**src/logic/ssp_pkg.sv**
```systemverilog
package ssp_pkg;
  // Register indexes on the plain port
  localparam logic [1:0] ADDR_STAT = 2'h0;
  localparam logic [1:0] ADDR_BUF = 2'h1;
  localparam logic [1:0] ADDR_CON1 = 2'h2;
  localparam logic [1:0] ADDR_CON2 = 2'h3;
  // Status/control fields
  localparam int STAT_EN = 15;
  localparam int STAT_SIDL = 13;
  localparam int STAT_BEC_LO = 8;
  localparam int STAT_SHIFT_REG_EMPTY = 7;
  localparam int STAT_ROV = 6;
  localparam int STAT_RXMPT = 5;
  localparam int STAT_INTERRUPT_CONDITION_SELECT_LO = 2;
  localparam int STAT_TBF = 1;
  localparam int STAT_RBF = 0;
  // Control 1 fields
  localparam int CON1_DISSDO = 11;
  localparam int CON1_WORD_WIDTH_SELECT = 10;
  localparam int CON1_SMP = 9;
  localparam int CON1_CKE = 8;
  localparam int CON1_SLAVE_SELECT_USE = 7;
  localparam int CON1_CKP = 6;
  localparam int CON1_MASTER_SELECT = 5;
  localparam int CON1_SECONDARY_PRESCALE_LO = 2;
  localparam int CON1_PRIMARY_PRESCALE_LO = 0;
  // Control 2 fields
  localparam int CON2_FRAMED_ENABLE = 15;
  localparam int CON2_FSD = 14;
  localparam int CON2_FRAME_PULSE_POLARITY = 13;
  localparam int CON2_FRAME_PULSE_EDGE = 1;
  localparam int CON2_BEN = 0;
  localparam logic [15:0] RESET_VAL = 16'h0000;
  localparam int FIFO_DEPTH = 8;
  localparam logic [3:0] FIFO_FULL = 4'h8;
  localparam logic [3:0] FIFO_3Q = 4'h6;
  localparam logic [4:0] BITS16 = 5'h10;
  localparam logic [4:0] BITS8 = 5'h08;
  // Master half bit in clocks, less one; the three-flop input path needs five
  localparam logic [7:0] HALF_BIT_LAST = 8'h05;
  // Event select codes
  localparam logic [2:0] SEL_TX_FULL = 3'h7;
  localparam logic [2:0] SEL_TX_EMPTY = 3'h6;
  localparam logic [2:0] SEL_TX_DONE = 3'h5;
  localparam logic [2:0] SEL_TX_ONE = 3'h4;
  localparam logic [2:0] SEL_RX_FULL = 3'h3;
  localparam logic [2:0] SEL_RX_3Q = 3'h2;
  localparam logic [2:0] SEL_RX_AVAIL = 3'h1;
  localparam logic [2:0] SEL_RX_READ = 3'h0;

  typedef enum logic [1:0] {
    ST_IDLE = 2'b00,
    ST_SYNC = 2'b01,
    ST_SHIFT = 2'b10
  } ssp_state_e;

  typedef struct packed {
    logic sck_o;
    logic sck_oe;
    logic sdo_o;
    logic sdo_oe;
    logic ss_o;
    logic ss_oe;
  } ssp_pins_s;
endpackage

```
**src/logic/ssp_top.sv**
```systemverilog
// The strobed register port and the register addresses are this design's own decisions.
`timescale 1ns/1ps
// What this block does
// (RULE1) Four, three or two pin use; three-pin ignores the select pin.
// (RULE2) Two-pin use drives no data out and ignores the select pin.
// (RULE3) Eight-entry FIFO per direction plus DMA request outputs.
// (RULE4) FIFO can be disabled, giving single-buffer behaviour.
// (RULE5) Enable bit gives the pins to the port; clear disables.
// (RULE6) Idle-stop bit halts the module during device idle.
// (RULE7) Element count: pending transmits as master, unread receives as slave.
// (RULE8) Shift-register-empty bit reads one when nothing is shifting; here it reads zero while the port is disabled.
// (RULE9) Overflow set when new data arrives unread; new data dropped; software clears.
// (RULE10) Receive-FIFO-empty bit reads one when no entries held; here it reads zero while the port is disabled.
// (RULE11) Event select codes seven to four pick transmit conditions.
// (RULE12) Event select codes three to zero pick receive conditions.
// (RULE13) Standard: transmit full set on write, cleared on load to shifter.
// (RULE14) Enhanced: transmit full set when last slot filled, cleared when free.
// (RULE15) Standard: receive full set on capture, cleared on software read.
// (RULE16) Enhanced: receive full set when last slot filled, cleared when free.
// (RULE17) Framed mode runs the clock continuously; a sync pulse starts frames.
// (RULE18) Software never enables framed mode and select use together.
// (RULE19) Software sets sample phase only with or after master enable.
// (RULE20) Written word moves to the shifter; buffer empty once sending starts.
// (RULE21) Software preloads transmit data before a master transaction.
// (RULE22) Word width bit chooses sixteen or eight bit transfers.
// (RULE23) Clock polarity sets idle level; edge bit sets data change edge.
// (RULE24) Sync pulse coincides with or precedes first bit; polarity selectable.
// (RULE25) Software never sets both prescalers to one to one.
// (RULE26) Full duplex, one bit each way per clock, MSB first.
module ssp_top (
  input wire logic clock, // System clock
  input wire logic reset, // Synchronous reset
  input wire logic [1:0] addr, // Register index
  input wire logic [15:0] wdata, // Write data
  input wire logic wr, // Write strobe
  input wire logic rd, // Read strobe
  output logic [15:0] rdata, // Read data
  input wire logic device_idle, // Device idle mode
  input wire logic serial_data_in, // Data in pin
  input wire logic shift_clock_pin_i, // Clock pin in
  input wire logic select_frame_pin_i, // Select/frame pin in
  output ssp_pkg::ssp_pins_s pins, // Pin drives
  output logic event_o, // Selected buffer event
  output logic dma_rx_req, // Receive data waiting
  output logic dma_tx_req // Transmit room free
);
  logic [15:0] con1_r, con2_r;
  logic en_r, sidl_r, rov_r;
  logic [2:0] interrupt_condition_select_r;
  logic [15:0] txf_r [8];
  logic [15:0] rxf_r [8];
  logic [3:0] txc_r, rxc_r;
  logic [2:0] txw_r, txrd_r, rxw_r, rxrd_r;
  logic [15:0] sr_r, rin_r;
  logic [4:0] bits_r;
  logic [7:0] div_r;
  logic sck_r;
  ssp_pkg::ssp_state_e st_r;
  logic [2:0] sck_s_r, sdi_s_r, ss_s_r;
  ssp_pkg::ssp_pins_s pins_r;
  logic [15:0] rdata_r;
  logic ev_r, dmr_r, dmt_r;

  logic ben, mst, m16, clock_idle_polarity, cke, frm, slave_select_use, fpol, fdly, dissdo, run;
  assign ben = con2_r[ssp_pkg::CON2_BEN];
  assign mst = con1_r[ssp_pkg::CON1_MASTER_SELECT];
  assign m16 = con1_r[ssp_pkg::CON1_WORD_WIDTH_SELECT];
  assign clock_idle_polarity = con1_r[ssp_pkg::CON1_CKP];
  assign cke = con1_r[ssp_pkg::CON1_CKE];
  assign frm = con2_r[ssp_pkg::CON2_FRAMED_ENABLE];
  assign slave_select_use = con1_r[ssp_pkg::CON1_SLAVE_SELECT_USE];
  assign fpol = con2_r[ssp_pkg::CON2_FRAME_PULSE_POLARITY];
  assign fdly = con2_r[ssp_pkg::CON2_FRAME_PULSE_EDGE];
  assign dissdo = con1_r[ssp_pkg::CON1_DISSDO];
  // (RULE5) (RULE6) Enable and idle halt
  assign run = en_r && !(sidl_r && device_idle);

  // Capacity follows buffer mode
  function automatic logic [3:0] cap(input logic b);
    cap = b ? ssp_pkg::FIFO_FULL : 4'h1;
  endfunction

  logic [3:0] tcap;
  assign tcap = cap(ben);

  // Pin synchronisers; clock input changes once stages two and three agree
  logic sck_in, sck_prev_r, sdi_in, ss_in;
  always_ff @(posedge clock) begin
    if (reset) begin
      sck_s_r <= 3'h0;
      sdi_s_r <= 3'h0;
      ss_s_r <= 3'h7;
      sck_prev_r <= 1'b0;
    end else begin
      sck_s_r <= {sck_s_r[1:0], shift_clock_pin_i};
      sdi_s_r <= {sdi_s_r[1:0], serial_data_in};
      ss_s_r <= {ss_s_r[1:0], select_frame_pin_i};
      if (sck_s_r[1] == sck_s_r[2]) begin
        sck_prev_r <= sck_s_r[2];
      end
    end
  end
  assign sck_in = (sck_s_r[1] == sck_s_r[2]) ? sck_s_r[2] : sck_prev_r;
  assign sdi_in = sdi_s_r[2];
  assign ss_in = ss_s_r[2];

  // Bus strobes
  logic wr_buf, rd_buf;
  assign wr_buf = wr && addr == ssp_pkg::ADDR_BUF;
  assign rd_buf = rd && addr == ssp_pkg::ADDR_BUF;

  // Serial engine events
  logic load, done, lead, trail, sample_edge, shift_edge, frame_go, slave_sel;
  logic [3:0] rcap;
  assign rcap = cap(ben);
  logic [4:0] nbits;
  // (RULE22) Word width
  assign nbits = m16 ? ssp_pkg::BITS16 : ssp_pkg::BITS8;

  // Master divider; slave follows pin edges
  logic m_tick;
  always_ff @(posedge clock) begin
    if (reset || !run || !mst) begin
      div_r <= 8'h00;
    end else begin
      div_r <= (div_r == ssp_kdiv()) ? 8'h00 : div_r + 8'h01;
    end
  end
  function automatic logic [7:0] ssp_kdiv();
    ssp_kdiv = ssp_pkg::HALF_BIT_LAST;
  endfunction
  assign m_tick = mst && div_r == ssp_kdiv();

  // Leading edge is idle-to-active; trailing is active-to-idle
  logic sck_act;
  // (RULE23) Clock polarity
  assign sck_act = mst ? sck_r : (sck_in ^ clock_idle_polarity);
  logic sck_act_prev_r;
  always_ff @(posedge clock) begin
    if (reset) begin
      sck_act_prev_r <= 1'b0;
    end else begin
      sck_act_prev_r <= sck_in ^ clock_idle_polarity;
    end
  end
  assign lead = mst ? (m_tick && !sck_act) : (sck_act && !sck_act_prev_r);
  assign trail = mst ? (m_tick && sck_act) : (!sck_act && sck_act_prev_r);
  // (RULE23) Data change edge; framed mode forces trailing sample
  assign shift_edge = (cke && !frm) ? trail : lead;
  assign sample_edge = (cke && !frm) ? lead : trail;
  // (RULE1) (RULE2) Select pin used only with select or framed mode
  assign slave_sel = !slave_select_use || ss_in == 1'b0;
  assign frame_go = frm ? (mst ? txc_r != 4'h0 : (ss_in == fpol) && lead)
                        : (mst ? txc_r != 4'h0 && !sck_r : slave_sel);
  assign load = run && st_r == ssp_pkg::ST_IDLE && frame_go && (mst ? 1'b1 : lead || frm);
  assign done = run && st_r == ssp_pkg::ST_SHIFT && sample_edge && bits_r == 5'h01;
  logic [15:0] head_word;
  assign head_word = txc_r != 4'h0 ? txf_r[txrd_r] : 16'hffff;

  // (RULE26) Shift engine, MSB first, full duplex
  always_ff @(posedge clock) begin
    if (reset || !en_r) begin
      st_r <= ssp_pkg::ST_IDLE;
      sr_r <= ssp_pkg::RESET_VAL;
      bits_r <= 5'h00;
      sck_r <= 1'b0;
    end else if (run) begin
      case (st_r)
        ssp_pkg::ST_IDLE: begin
          // Master lets a last active half bit run out before idling
          sck_r <= (mst && (frm || sck_r)) ? sck_r ^ m_tick : 1'b0;
          // Slave shows its next word before the first clock edge
          if (!mst || load) begin
            sr_r <= head_word;
          end
          if (load) begin
            // (RULE20) Word moves into shifter
            bits_r <= nbits;
            // Slave first edge may also be its sample edge
            if (!mst && sample_edge) begin
              rin_r <= {rin_r[14:0], sdi_in};
              bits_r <= nbits - 5'h01;
            end
            // (RULE24) Pulse precedes or coincides with first bit
            st_r <= (frm && !fdly) ? ssp_pkg::ST_SYNC : ssp_pkg::ST_SHIFT;
          end
        end
        ssp_pkg::ST_SYNC: begin
          if (mst) begin
            sck_r <= sck_r ^ m_tick;
          end
          if (trail) begin
            st_r <= ssp_pkg::ST_SHIFT;
          end
        end
        ssp_pkg::ST_SHIFT: begin
          if (mst) begin
            sck_r <= sck_r ^ m_tick;
          end
          if (sample_edge) begin
            rin_r <= {rin_r[14:0], sdi_in};
            bits_r <= bits_r - 5'h01;
          end
          if (shift_edge && bits_r != nbits) begin
            sr_r <= {sr_r[14:0], 1'b0};
          end
          if (done) begin
            st_r <= ssp_pkg::ST_IDLE;
          end
        end
        default: st_r <= ssp_pkg::ST_IDLE;
      endcase
    end
  end

  // Received word with width applied
  logic [15:0] rx_word;
  assign rx_word = m16 ? {rin_r[14:0], sdi_in} : {8'h00, rin_r[6:0], sdi_in};

  // (RULE3) (RULE4) Transmit FIFO or single buffer
  logic tx_push;
  assign tx_push = wr_buf && txc_r < tcap;
  always_ff @(posedge clock) begin
    if (reset || !en_r) begin
      txc_r <= 4'h0;
      txw_r <= 3'h0;
      txrd_r <= 3'h0;
    end else begin
      if (tx_push) begin
        txf_r[txw_r] <= wdata;
        txw_r <= ben ? txw_r + 3'h1 : 3'h0;
      end
      if (load && txc_r != 4'h0) begin
        txrd_r <= ben ? txrd_r + 3'h1 : 3'h0;
      end
      txc_r <= txc_r + {3'h0, tx_push} - {3'h0, load && txc_r != 4'h0};
    end
  end

  // (RULE9) Receive FIFO; overflow drops the new word
  logic rx_pop, rx_push, rx_ovf;
  assign rx_pop = rd_buf && rxc_r != 4'h0;
  assign rx_ovf = done && rxc_r == rcap && !rx_pop;
  assign rx_push = done && !rx_ovf;
  always_ff @(posedge clock) begin
    if (reset || !en_r) begin
      rxc_r <= 4'h0;
      rxw_r <= 3'h0;
      rxrd_r <= 3'h0;
    end else begin
      if (rx_push) begin
        rxf_r[rxw_r] <= rx_word;
        rxw_r <= ben ? rxw_r + 3'h1 : 3'h0;
      end
      if (rx_pop) begin
        rxrd_r <= ben ? rxrd_r + 3'h1 : 3'h0;
      end
      rxc_r <= rxc_r + {3'h0, rx_push} - {3'h0, rx_pop};
    end
  end

  // Control registers; overflow set wins over clear
  always_ff @(posedge clock) begin
    if (reset) begin
      en_r <= 1'b0;
      sidl_r <= 1'b0;
      interrupt_condition_select_r <= 3'h0;
      rov_r <= 1'b0;
      con1_r <= ssp_pkg::RESET_VAL;
      con2_r <= ssp_pkg::RESET_VAL;
    end else begin
      if (wr && addr == ssp_pkg::ADDR_STAT) begin
        en_r <= wdata[ssp_pkg::STAT_EN];
        sidl_r <= wdata[ssp_pkg::STAT_SIDL];
        interrupt_condition_select_r <= wdata[ssp_pkg::STAT_INTERRUPT_CONDITION_SELECT_LO +: 3];
      end
      if (wr && addr == ssp_pkg::ADDR_CON1) begin
        con1_r <= wdata;
      end
      if (wr && addr == ssp_pkg::ADDR_CON2) begin
        con2_r <= wdata;
      end
      // (RULE9) Overflow sticky
      if (rx_ovf) begin
        rov_r <= 1'b1;
      end else if (wr && addr == ssp_pkg::ADDR_STAT && !wdata[ssp_pkg::STAT_ROV]) begin
        rov_r <= 1'b0;
      end
    end
  end

  // Status image
  logic tbf, rbf, shift_reg_empty;
  // (RULE13) (RULE14) Transmit full
  assign tbf = txc_r == tcap;
  // (RULE15) (RULE16) Receive full
  assign rbf = rxc_r == rcap;
  // (RULE8) Shifter empty
  // Empty flags read zero while off, as at power-on
  assign shift_reg_empty = en_r && st_r == ssp_pkg::ST_IDLE;
  logic [15:0] stat;
  always_comb begin
    stat = ssp_pkg::RESET_VAL;
    stat[ssp_pkg::STAT_EN] = en_r;
    stat[ssp_pkg::STAT_SIDL] = sidl_r;
    // (RULE7) Element count by role
    stat[ssp_pkg::STAT_BEC_LO +: 3] = mst ? txc_r[2:0] : rxc_r[2:0];
    stat[ssp_pkg::STAT_SHIFT_REG_EMPTY] = shift_reg_empty;
    stat[ssp_pkg::STAT_ROV] = rov_r;
    // (RULE10) Receive empty
    stat[ssp_pkg::STAT_RXMPT] = en_r && rxc_r == 4'h0;
    stat[ssp_pkg::STAT_INTERRUPT_CONDITION_SELECT_LO +: 3] = interrupt_condition_select_r;
    stat[ssp_pkg::STAT_TBF] = tbf;
    stat[ssp_pkg::STAT_RBF] = rbf;
  end

  // Read port, data in the next cycle
  always_ff @(posedge clock) begin
    if (reset) begin
      rdata_r <= ssp_pkg::RESET_VAL;
    end else if (rd) begin
      case (addr)
        ssp_pkg::ADDR_STAT: rdata_r <= stat;
        ssp_pkg::ADDR_BUF: rdata_r <= rxc_r != 4'h0 ? rxf_r[rxrd_r] : ssp_pkg::RESET_VAL;
        ssp_pkg::ADDR_CON1: rdata_r <= con1_r;
        ssp_pkg::ADDR_CON2: rdata_r <= con2_r;
        default: rdata_r <= ssp_pkg::RESET_VAL;
      endcase
    end else begin
      rdata_r <= ssp_pkg::RESET_VAL;
    end
  end

  // Buffer event select
  logic ev;
  always_comb begin
    case (interrupt_condition_select_r)
      // (RULE11) Transmit triggers
      ssp_pkg::SEL_TX_FULL: ev = tbf;
      ssp_pkg::SEL_TX_EMPTY: ev = load && txc_r == 4'h1;
      ssp_pkg::SEL_TX_DONE: ev = done && txc_r == 4'h0;
      ssp_pkg::SEL_TX_ONE: ev = load && txc_r == tcap;
      // (RULE12) Receive triggers
      ssp_pkg::SEL_RX_FULL: ev = rbf;
      ssp_pkg::SEL_RX_3Q: ev = rxc_r >= ssp_pkg::FIFO_3Q;
      ssp_pkg::SEL_RX_AVAIL: ev = rxc_r != 4'h0;
      ssp_pkg::SEL_RX_READ: ev = rx_pop && rxc_r == 4'h1;
      default: ev = 1'b0;
    endcase
  end

  // Registered outputs and pin drive
  always_ff @(posedge clock) begin
    if (reset) begin
      ev_r <= 1'b0;
      dmr_r <= 1'b0;
      dmt_r <= 1'b0;
      pins_r <= '0;
    end else begin
      ev_r <= en_r && ev;
      // (RULE3) DMA requests
      dmr_r <= en_r && rxc_r != 4'h0;
      dmt_r <= en_r && txc_r < tcap;
      // (RULE5) Pins given over only while enabled
      pins_r.sck_o <= sck_r ^ clock_idle_polarity;
      pins_r.sck_oe <= en_r && mst;
      pins_r.sdo_o <= m16 ? sr_r[15] : sr_r[7];
      // (RULE2) Data out released in two-pin use
      pins_r.sdo_oe <= en_r && !dissdo && (mst || slave_sel);
      // (RULE17) (RULE24) Master frame pulse
      pins_r.ss_o <= (frm && load && fdly) || st_r == ssp_pkg::ST_SYNC ? fpol : !fpol;
      // (RULE1) Select pin driven only in framed use with FSD clear
      pins_r.ss_oe <= en_r && frm && !con2_r[ssp_pkg::CON2_FSD];
    end
  end

  assign pins = pins_r;
  assign rdata = rdata_r;
  assign event_o = ev_r;
  assign dma_rx_req = dmr_r;
  assign dma_tx_req = dmt_r;
endmodule

```
**config.mk**
```make
export PLATFORM = sky130hd
export DESIGN_NAME = ssp_top
export DESIGN_NICKNAME = d
export VERILOG_FILES = /design/src/logic/ssp_pkg.sv /design/src/logic/ssp_top.sv
export SDC_FILE = /design/constraint.sdc
export NUM_CORES = 1
export LEC_CHECK = 0
export BUFFER_PORTS_ARGS = -buffer_cell sky130_fd_sc_hd__buf_2
export CAP_MARGIN = 20
export CORE_UTILIZATION = 35
export CTS_CLUSTER_DIAMETER = 50
export DETAILED_ROUTE_END_ITERATION = 12
export PLACE_DENSITY = 0.47
export SETUP_SLACK_MARGIN = 0.15
export SLEW_MARGIN = 5
export SYNTH_ARGS = -nofsm -noshare
export SYNTH_HDL_FRONTEND = slang
export SYNTH_SLANG_ARGS = --single-unit
```
**constraint.sdc**
```tcl
create_clock -name clock -period 5.1 [get_ports clock]
set_input_delay 0.255 -clock clock [delete_from_list [all_inputs] [get_ports clock]]
set_output_delay 0.255 -clock clock [all_outputs]
set_load 0.02 [all_outputs]
```
== Word level (Yosys, flattened, before mapping) ==
Memory sizes are Yosys's and may differ from the RTL's. A register that Yosys moved wholly into a read port is not among the register bits.
Cells that the tools add are included.
Cells by class
  add/subtract/negate cells: 11
  order comparisons: 2
  equal/unequal tests: 29
  muxes and demuxes: 55
  bitwise gates (word level): 6
  reduce and logical (&&, ||, !) cells: 91
Operator list (count)
  2-to-1 mux 16 bit: 5
  case mux 16 bit (4 select lines): 1
  logical AND 1 bit: 48
  2-to-1 mux 15 bit: 3
  case mux 16 bit (2 select lines): 1
  case mux 15 bit (2 select lines): 1
  2-to-1 mux 3 bit: 9
  2-to-1 mux 1 bit: 22
  2-to-1 mux 5 bit: 4
  logical NOT 1 bit: 16
  adder 3 x 1 -> 3 bit (second input constant): 4
  equality test 3 bit (second input constant): 4
  inequality test 2 bit (second input constant): 6
  AND reduction 4 bit: 3
  case mux 5 bit (2 select lines): 1
  subtractor 5 x 1 -> 5 bit (second input constant): 2
  logical OR 1 bit: 9
  adder 4 x 1 -> 4 bit: 2
  adder 8 x 1 -> 8 bit (second input constant): 1
  equality test 4 x 1 -> 1 bit (second input constant): 2
  equality test 4 bit: 2
  equality test 8 x 3 -> 1 bit (second input constant): 1
  logical NOT 4 bit: 2
  2-to-1 mux 2 bit: 4
  other kinds (24): 41
Storage, ports and cells
  flip-flop bits (word level): 141
  bits in writable memories: 256
  input bits: 26
  output and inout bits: 25
  memories: 2
Memory list
  rxf_r: depth 8, width 16, rd ports 1, clocked after Yosys merged registers in 1, write ports 1, RTL line ssp_top.sv:51  | logic [15:0] rxf_r [8];
  txf_r: depth 8, width 16, rd ports 1, clocked after Yosys merged registers in 1, write ports 1, RTL line ssp_top.sv:50  | logic [15:0] txf_r [8];

== Logic depth before layout (Yosys ltp) ==
  depth after elaboration: 17
  depth in mapped cells: 15
  depth with buffers taken out: 13

== Least setup slack after synthesis ==
No wires, ideal clock.
  path type: register -> register
  start: reg div_r[0]
  end: mem rxf_r[2][0], enable pin
  arrival: 3.283 ns
  slack: 1.387 ns
  cell stages (with the launch flop): 8
  buffers on the path: 0
  period minus slack after synthesis: 3.713 ns
  cells stage by stage: dfxtp_1 ha_1 or4b_4 nor3_2 a31o_2 mux2_4 nand3b_2 nor4_1
Between the ends
  cells in the longest elaborated chain, start to end: 14
Ends and longest elaborated chain
  start: declaration: RTL line ssp_top.sv:56  | logic [7:0] div_r;
  start signal: assignment: RTL line ssp_top.sv:126  | div_r <= (div_r == ssp_kdiv()) ? 8'h00 : div_r + 8'h01;
  equality test 8 x 3 -> 1 bit *: RTL line ssp_top.sv:132  | assign m_tick = mst && div_r == ssp_kdiv();
  logical AND 1 bit *: RTL line ssp_top.sv:132
  logical AND 1 bit, on equally long branches: RTL line ssp_top.sv:147, ssp_top.sv:146
  2-to-1 mux 1 bit, on equally long branches: RTL line ssp_top.sv:147, ssp_top.sv:146
  2-to-1 mux 1 bit *: RTL line ssp_top.sv:150  | assign sample_edge = (cke && !frm) ? lead : trail;
  logical AND 1 bit * (2 in series): RTL line ssp_top.sv:156  | assign done = run && st_r == ssp_pkg::ST_SHIFT && sample_edge && bits_r == 5'h01;
  logical AND 1 bit (2 in series): RTL line ssp_top.sv:243  | assign rx_ovf = done && rxc_r == rcap && !rx_pop;
  logical NOT 1 bit: RTL line ssp_top.sv:244  | assign rx_push = done && !rx_ovf;
  logical AND 1 bit *: RTL line ssp_top.sv:244
  2-to-1 mux 1 bit *: RTL line ssp_top.sv:251  | if (rx_push) begin
  2-to-1 mux 1 bit *: RTL line ssp_top.sv:246  | if (reset || !en_r) begin
  2-to-1 mux 1 bit (implied by the code) *: RTL line ssp_top.sv:252  | rxf_r[rxw_r] <= rx_word;
  end: declaration: RTL line ssp_top.sv:51
Mark *: on every way between the ends. The rest lies on a longest branch, timed or not.

== Final worst setup path ==
  start: reg con1_r[5]
  end: reg rin_r[0], enable pin
Between the ends
  cells in the longest elaborated chain, start to end: 11
Ends and longest elaborated chain
  start: declaration: RTL line ssp_top.sv:47  | logic [15:0] con1_r, con2_r;
  start signal: assignment: RTL line ssp_top.sv:269  | con1_r <= ssp_pkg::RESET_VAL;
  start signal: assignment: RTL line ssp_top.sv:278  | con1_r <= wdata;
  2-to-1 mux 1 bit: RTL line ssp_top.sv:137  | assign sck_act = mst ? sck_r : (sck_in ^ clock_idle_polarity);
  logical NOT 1 bit: RTL line ssp_top.sv:146, ssp_top.sv:147
  logical AND 1 bit: RTL line ssp_top.sv:146  | assign lead = mst ? (m_tick && !sck_act) : (sck_act && !sck_act_prev_r);
  2-to-1 mux 1 bit: RTL line ssp_top.sv:146
  logical AND 1 bit: RTL line ssp_top.sv:153  | assign frame_go = frm ? (mst ? txc_r != 4'h0 : (ss_in == fpol) && lead)
  2-to-1 mux 1 bit (2 in series): RTL line ssp_top.sv:153
  logical AND 1 bit (2 in series): RTL line ssp_top.sv:155  | assign load = run && st_r == ssp_pkg::ST_IDLE && frame_go && (mst ? 1'b1 : lead || frm);
  inequality test 2 bit (no source line)
  AND reduction 6 bit (no source line) *
  end signal: assignment: RTL line ssp_top.sv:181  | rin_r <= {rin_r[14:0], sdi_in};
  end signal: assignment: RTL line ssp_top.sv:201  | rin_r <= {rin_r[14:0], sdi_in};
  end: declaration: RTL line ssp_top.sv:54  | logic [15:0] sr_r, rin_r;
Marked as above.
A chain may end at the register's enable or synchronous reset.

==> impl_metrics.py <==
metrics = {
    "setup_path": {
        "worst_ep_required_time_ps": 5290,
        "crit_chain": "nand3b_1 > o2111a_1 > a41oi_1 > nor4_4 > and3_1",
        "cp-end-kind": "register",
        "start_kind": "register",
        "worst-path-buf-inv": 0,
        "slowest_delay_ps": 950,
        "crit_slowest_cell": "and3_1",
        "path_max_fanout": 21,
        "critPathKind": "register to register",
        "crit_arrival_ps": 3640,
        "cp_top_family": "simple AND/OR/NAND/NOR gates",
    },
    "final_layout": {
        "regArea_um2": 10780,
        "fill_cells": 4227,
        "area_growth_pct": 16.43,
        "multiInputGateArea_um2": 5196,
        "fin_nets": 1275,
        "drive_gt1_share_pct": 21.83,
    },
    "detailed_routing": {
        "num_vias": 9466,
        "dr.pass1.iters": 5,
        "vias_per_cell": 5.087,
        "first_iter_violations": 611,
        "drcViolationCount": 0,
        "routed_wl_mm": 40.23,
        "wire_per_inst_um": 21.62,
        "drtAntennaViolNets": 0,
    },
    "grt": {
        "grt_first_pass_wirelength_mm": 61.47,
        "grt_max_degree": 55,
        "grt_overflow": 0,
        "gr-usage-all-layers_pct": 17.50,
        "grt_pass1_vias": 9711,
        "grt_antenna_before_repair": 1,
    },
    "synth": {
        "synth_commonest_cells": "edfxtp_1, dfxtp_1, nand2_1",
        "synth_top_family_by_area": "multiplexers",
        "synth_flop_cell": "edfxtp_1",
        "yosys_warnings": 0,
        "ys_types": 71,
        "ys_ff_latch": 403,
        "synth_edf_count": 271,
        "synth.most_common_cell": "edfxtp_1",
        "synthesis.area_um2": 16290,
        "synth_top_area_cell": "edfxtp_1",
        "synthMuxAreaShare_pct": 11.96,
        "synth_nets": 1203,
        "async_flop_share_pct": 0,
        "synth_fa_ha_area_share_pct": 2.158,
        "synth-compound-area-share_pct": 6.366,
        "synth.top_cell.area_share_pct": 49.95,
        "synth_simple_gate_area_share_pct": 10.24,
        "synth.area.top_cells": "edfxtp_1, dfxtp_1, mux4_2",
        "synth_xor_area_share_pct": 0.8063,
        "ys_seq_area_share_pct": 66.16,
        "syn_inst": 1151,
        "syn_area_per_cell_um2": 14.16,
    },
    "power": {
        "swShare_pct": 21.08,
        "p_int_mw": 5.545,
        "seqPwrFrac_pct": 49.8,
        "clockPowerShare_pct": 48.2,
        "p_leak_nw": 6.285,
        "comb_power_share_pct": 2.0,
        "p_switching_mw": 1.481,
        "power-per-cell-area_nw_per_um2": 370.4,
        "vdd_drop_max_mv": 0.2663,
    },
    "die": {
        "initial_core_util_pct": 35.67,
        "dieArea_um2": 47420,
        "core_um2": 45670,
        "ios": 51,
        "dieWidth_um": 217.8,
        "rows": 78,
        "chipHeight_um": 217.8,
    },
    "placement": {
        "gp_congestion": 0.8108,
        "dpl.hpwl_mm": 25.91,
        "numPortBuffers": 50,
    },
    "clock_network": {
        "clockRootBuffer": "clkbuf_16",
        "cts_tree": "done",
        "post_cts_resized": 0,
        "clock-sinks": 403,
        "clock_latency_ps": 580,
        "clkTransAtPathRegs_ps": 60,
        "cts_buffers": 48,
        "cts_buffer_depth": 3,
        "htreeDepth": 2,
    },
    "sta": {
        "maxSlewViolCount": 0,
        "tightest_slew_ps": 1022,
        "setup-tns-final_ps": 0,
        "clock.fmax_ghz": 0.2896,
        "fin_crit_ps": 3452,
        "maxSlewHeadroom_pct": 31.86,
        "fin_crit_sh_pct": 67.70,
        "hold_slack_ps": 31.18,
        "hold_viol_final": 0,
        "rsz0062_at_grt": "no",
        "fin_skew_ps": 18.61,
        "setup_viol": 0,
    },
    "status": {
        "status": "finished, final reports clean",
    },
    "run": {
        "drv_cap": 0,
    },
    "hold_path": {
        "hold_class": "input port to register",
    },
}
==> worst min-delay path, delay by kind of cell <==
kind / cells / cell delay (ps)
buffers and inverters: 1 / 180
AO/OA/AOI/OAI: 1 / 50
AND/OR/NAND/NOR: 1 / 80
==> routing by layer <==
layer	wire length (um)	track usage (%)	up-vias	share of wire (%)
met5	13	0	-	0.032
met4	1189	6.503	2	3.0
met3	1511	3.152	69	3.8
met2	19870	29.46	171	49
met1	17640	22.44	4735	44
li1	-	-	4489	-
==> cell usage in the layout, fill, tap and decap left out, types with 21 or more instances in the layout <==
| cell | instances |
|---|---|
| nand3_1 | 33 |
| buf_2 | 50 |
| edfxtp_1 | 271 |
| buf_4 | 31 |
| mux2i_1 | 21 |
| nor2_1 | 63 |
| ha_1 | 24 |
| inv_1 | 25 |
| nand2_1 | 121 |
| o21ai_0 | 28 |
| mux2_2 | 25 |
| a21oi_1 | 70 |
| nor3_1 | 22 |
| mux4_2 | 64 |
| clkbuf_16 | 48 |
| dfxtp_1 | 130 |
==> layout make-up <==
| class | count | area share [%] |
|---|---|---|
| clock inverter | 28 | 1.675 |
| inverter | 25 | 0.4947 |
| multi-input combinational | 655 | 27.39 |
| timing repair buffer | 90 | 3.021 |
| antenna | 1 | 0.01319 |
| tap | 600 | 3.958 |
| sequential | 403 | 56.84 |
| clock buffer | 59 | 6.602 |
==> state kept, by name (all words and copies together) (netlist names), 6 cells and up, named ones only <==
signal  count
rin_r      15
con2_r     16
rxf_r     128
rdata      16
sr_r       16
pins        6
txf_r     128
con1_r     16
div_r       8
==> worst paths after layout <==
path                     to  cells after the start  startpoint  slack (ps)
hold / removal    con1_r[2]                      3    wdata[2]          30
setup / recovery   rin_r[0]                      5   con1_r[5]        1650
setup reg to reg   rin_r[0]                      5   con1_r[5]        1650
hold reg to reg   ss_s_r[2]                      1   ss_s_r[1]         410
==> logic make-up after synthesis <==
logic type	Yosys count
compound gates	164
simple gates	338
xor+xnor	15
flops	403
mux	111
buf+inv	93
fa+ha+maj	27
==> metrics by stage <==
step / std cells / worst slack [ps] / cell area [um^2] / utilization [%] / total power, mW
6_report: 1861 / 1648 / 18970 / 41.53 / 7.026
5_1_grt: 1860 / 1370 / 18970 / 41.53 / 7.248
3_3_place_gp: 1764 / 1692 / 17310 / 37.89 / 3.704
4_1_cts: 1860 / 1624 / 18970 / 41.53 / 7.125
3_5_place_dp: 1764 / 1644 / 17310 / 37.89 / 3.704
2_1_floorplan: 1151 / 1387 / 16290 / - / 3.636
==> power groups by stage <==
stage / clock, mW / sequential [mW] / combinational [mW]
after floorplan: 0 / 3.56 / 0.0740
after global placement: 0 / 3.57 / 0.137
after detailed placement: 0 / 3.57 / 0.137
after CTS: 3.48 / 3.50 / 0.144
after global routing: 3.59 / 3.50 / 0.158
final: 3.39 / 3.50 / 0.142
==> what timing repair did <==
action                                  4_1_cts  5_1_grt
hold endpoints to repair                     45        0
buffers inserted                              0        0
hold buffers                                  9        0
endpoints found under the setup margin        0        0
(Power assumes the default switching activity.)
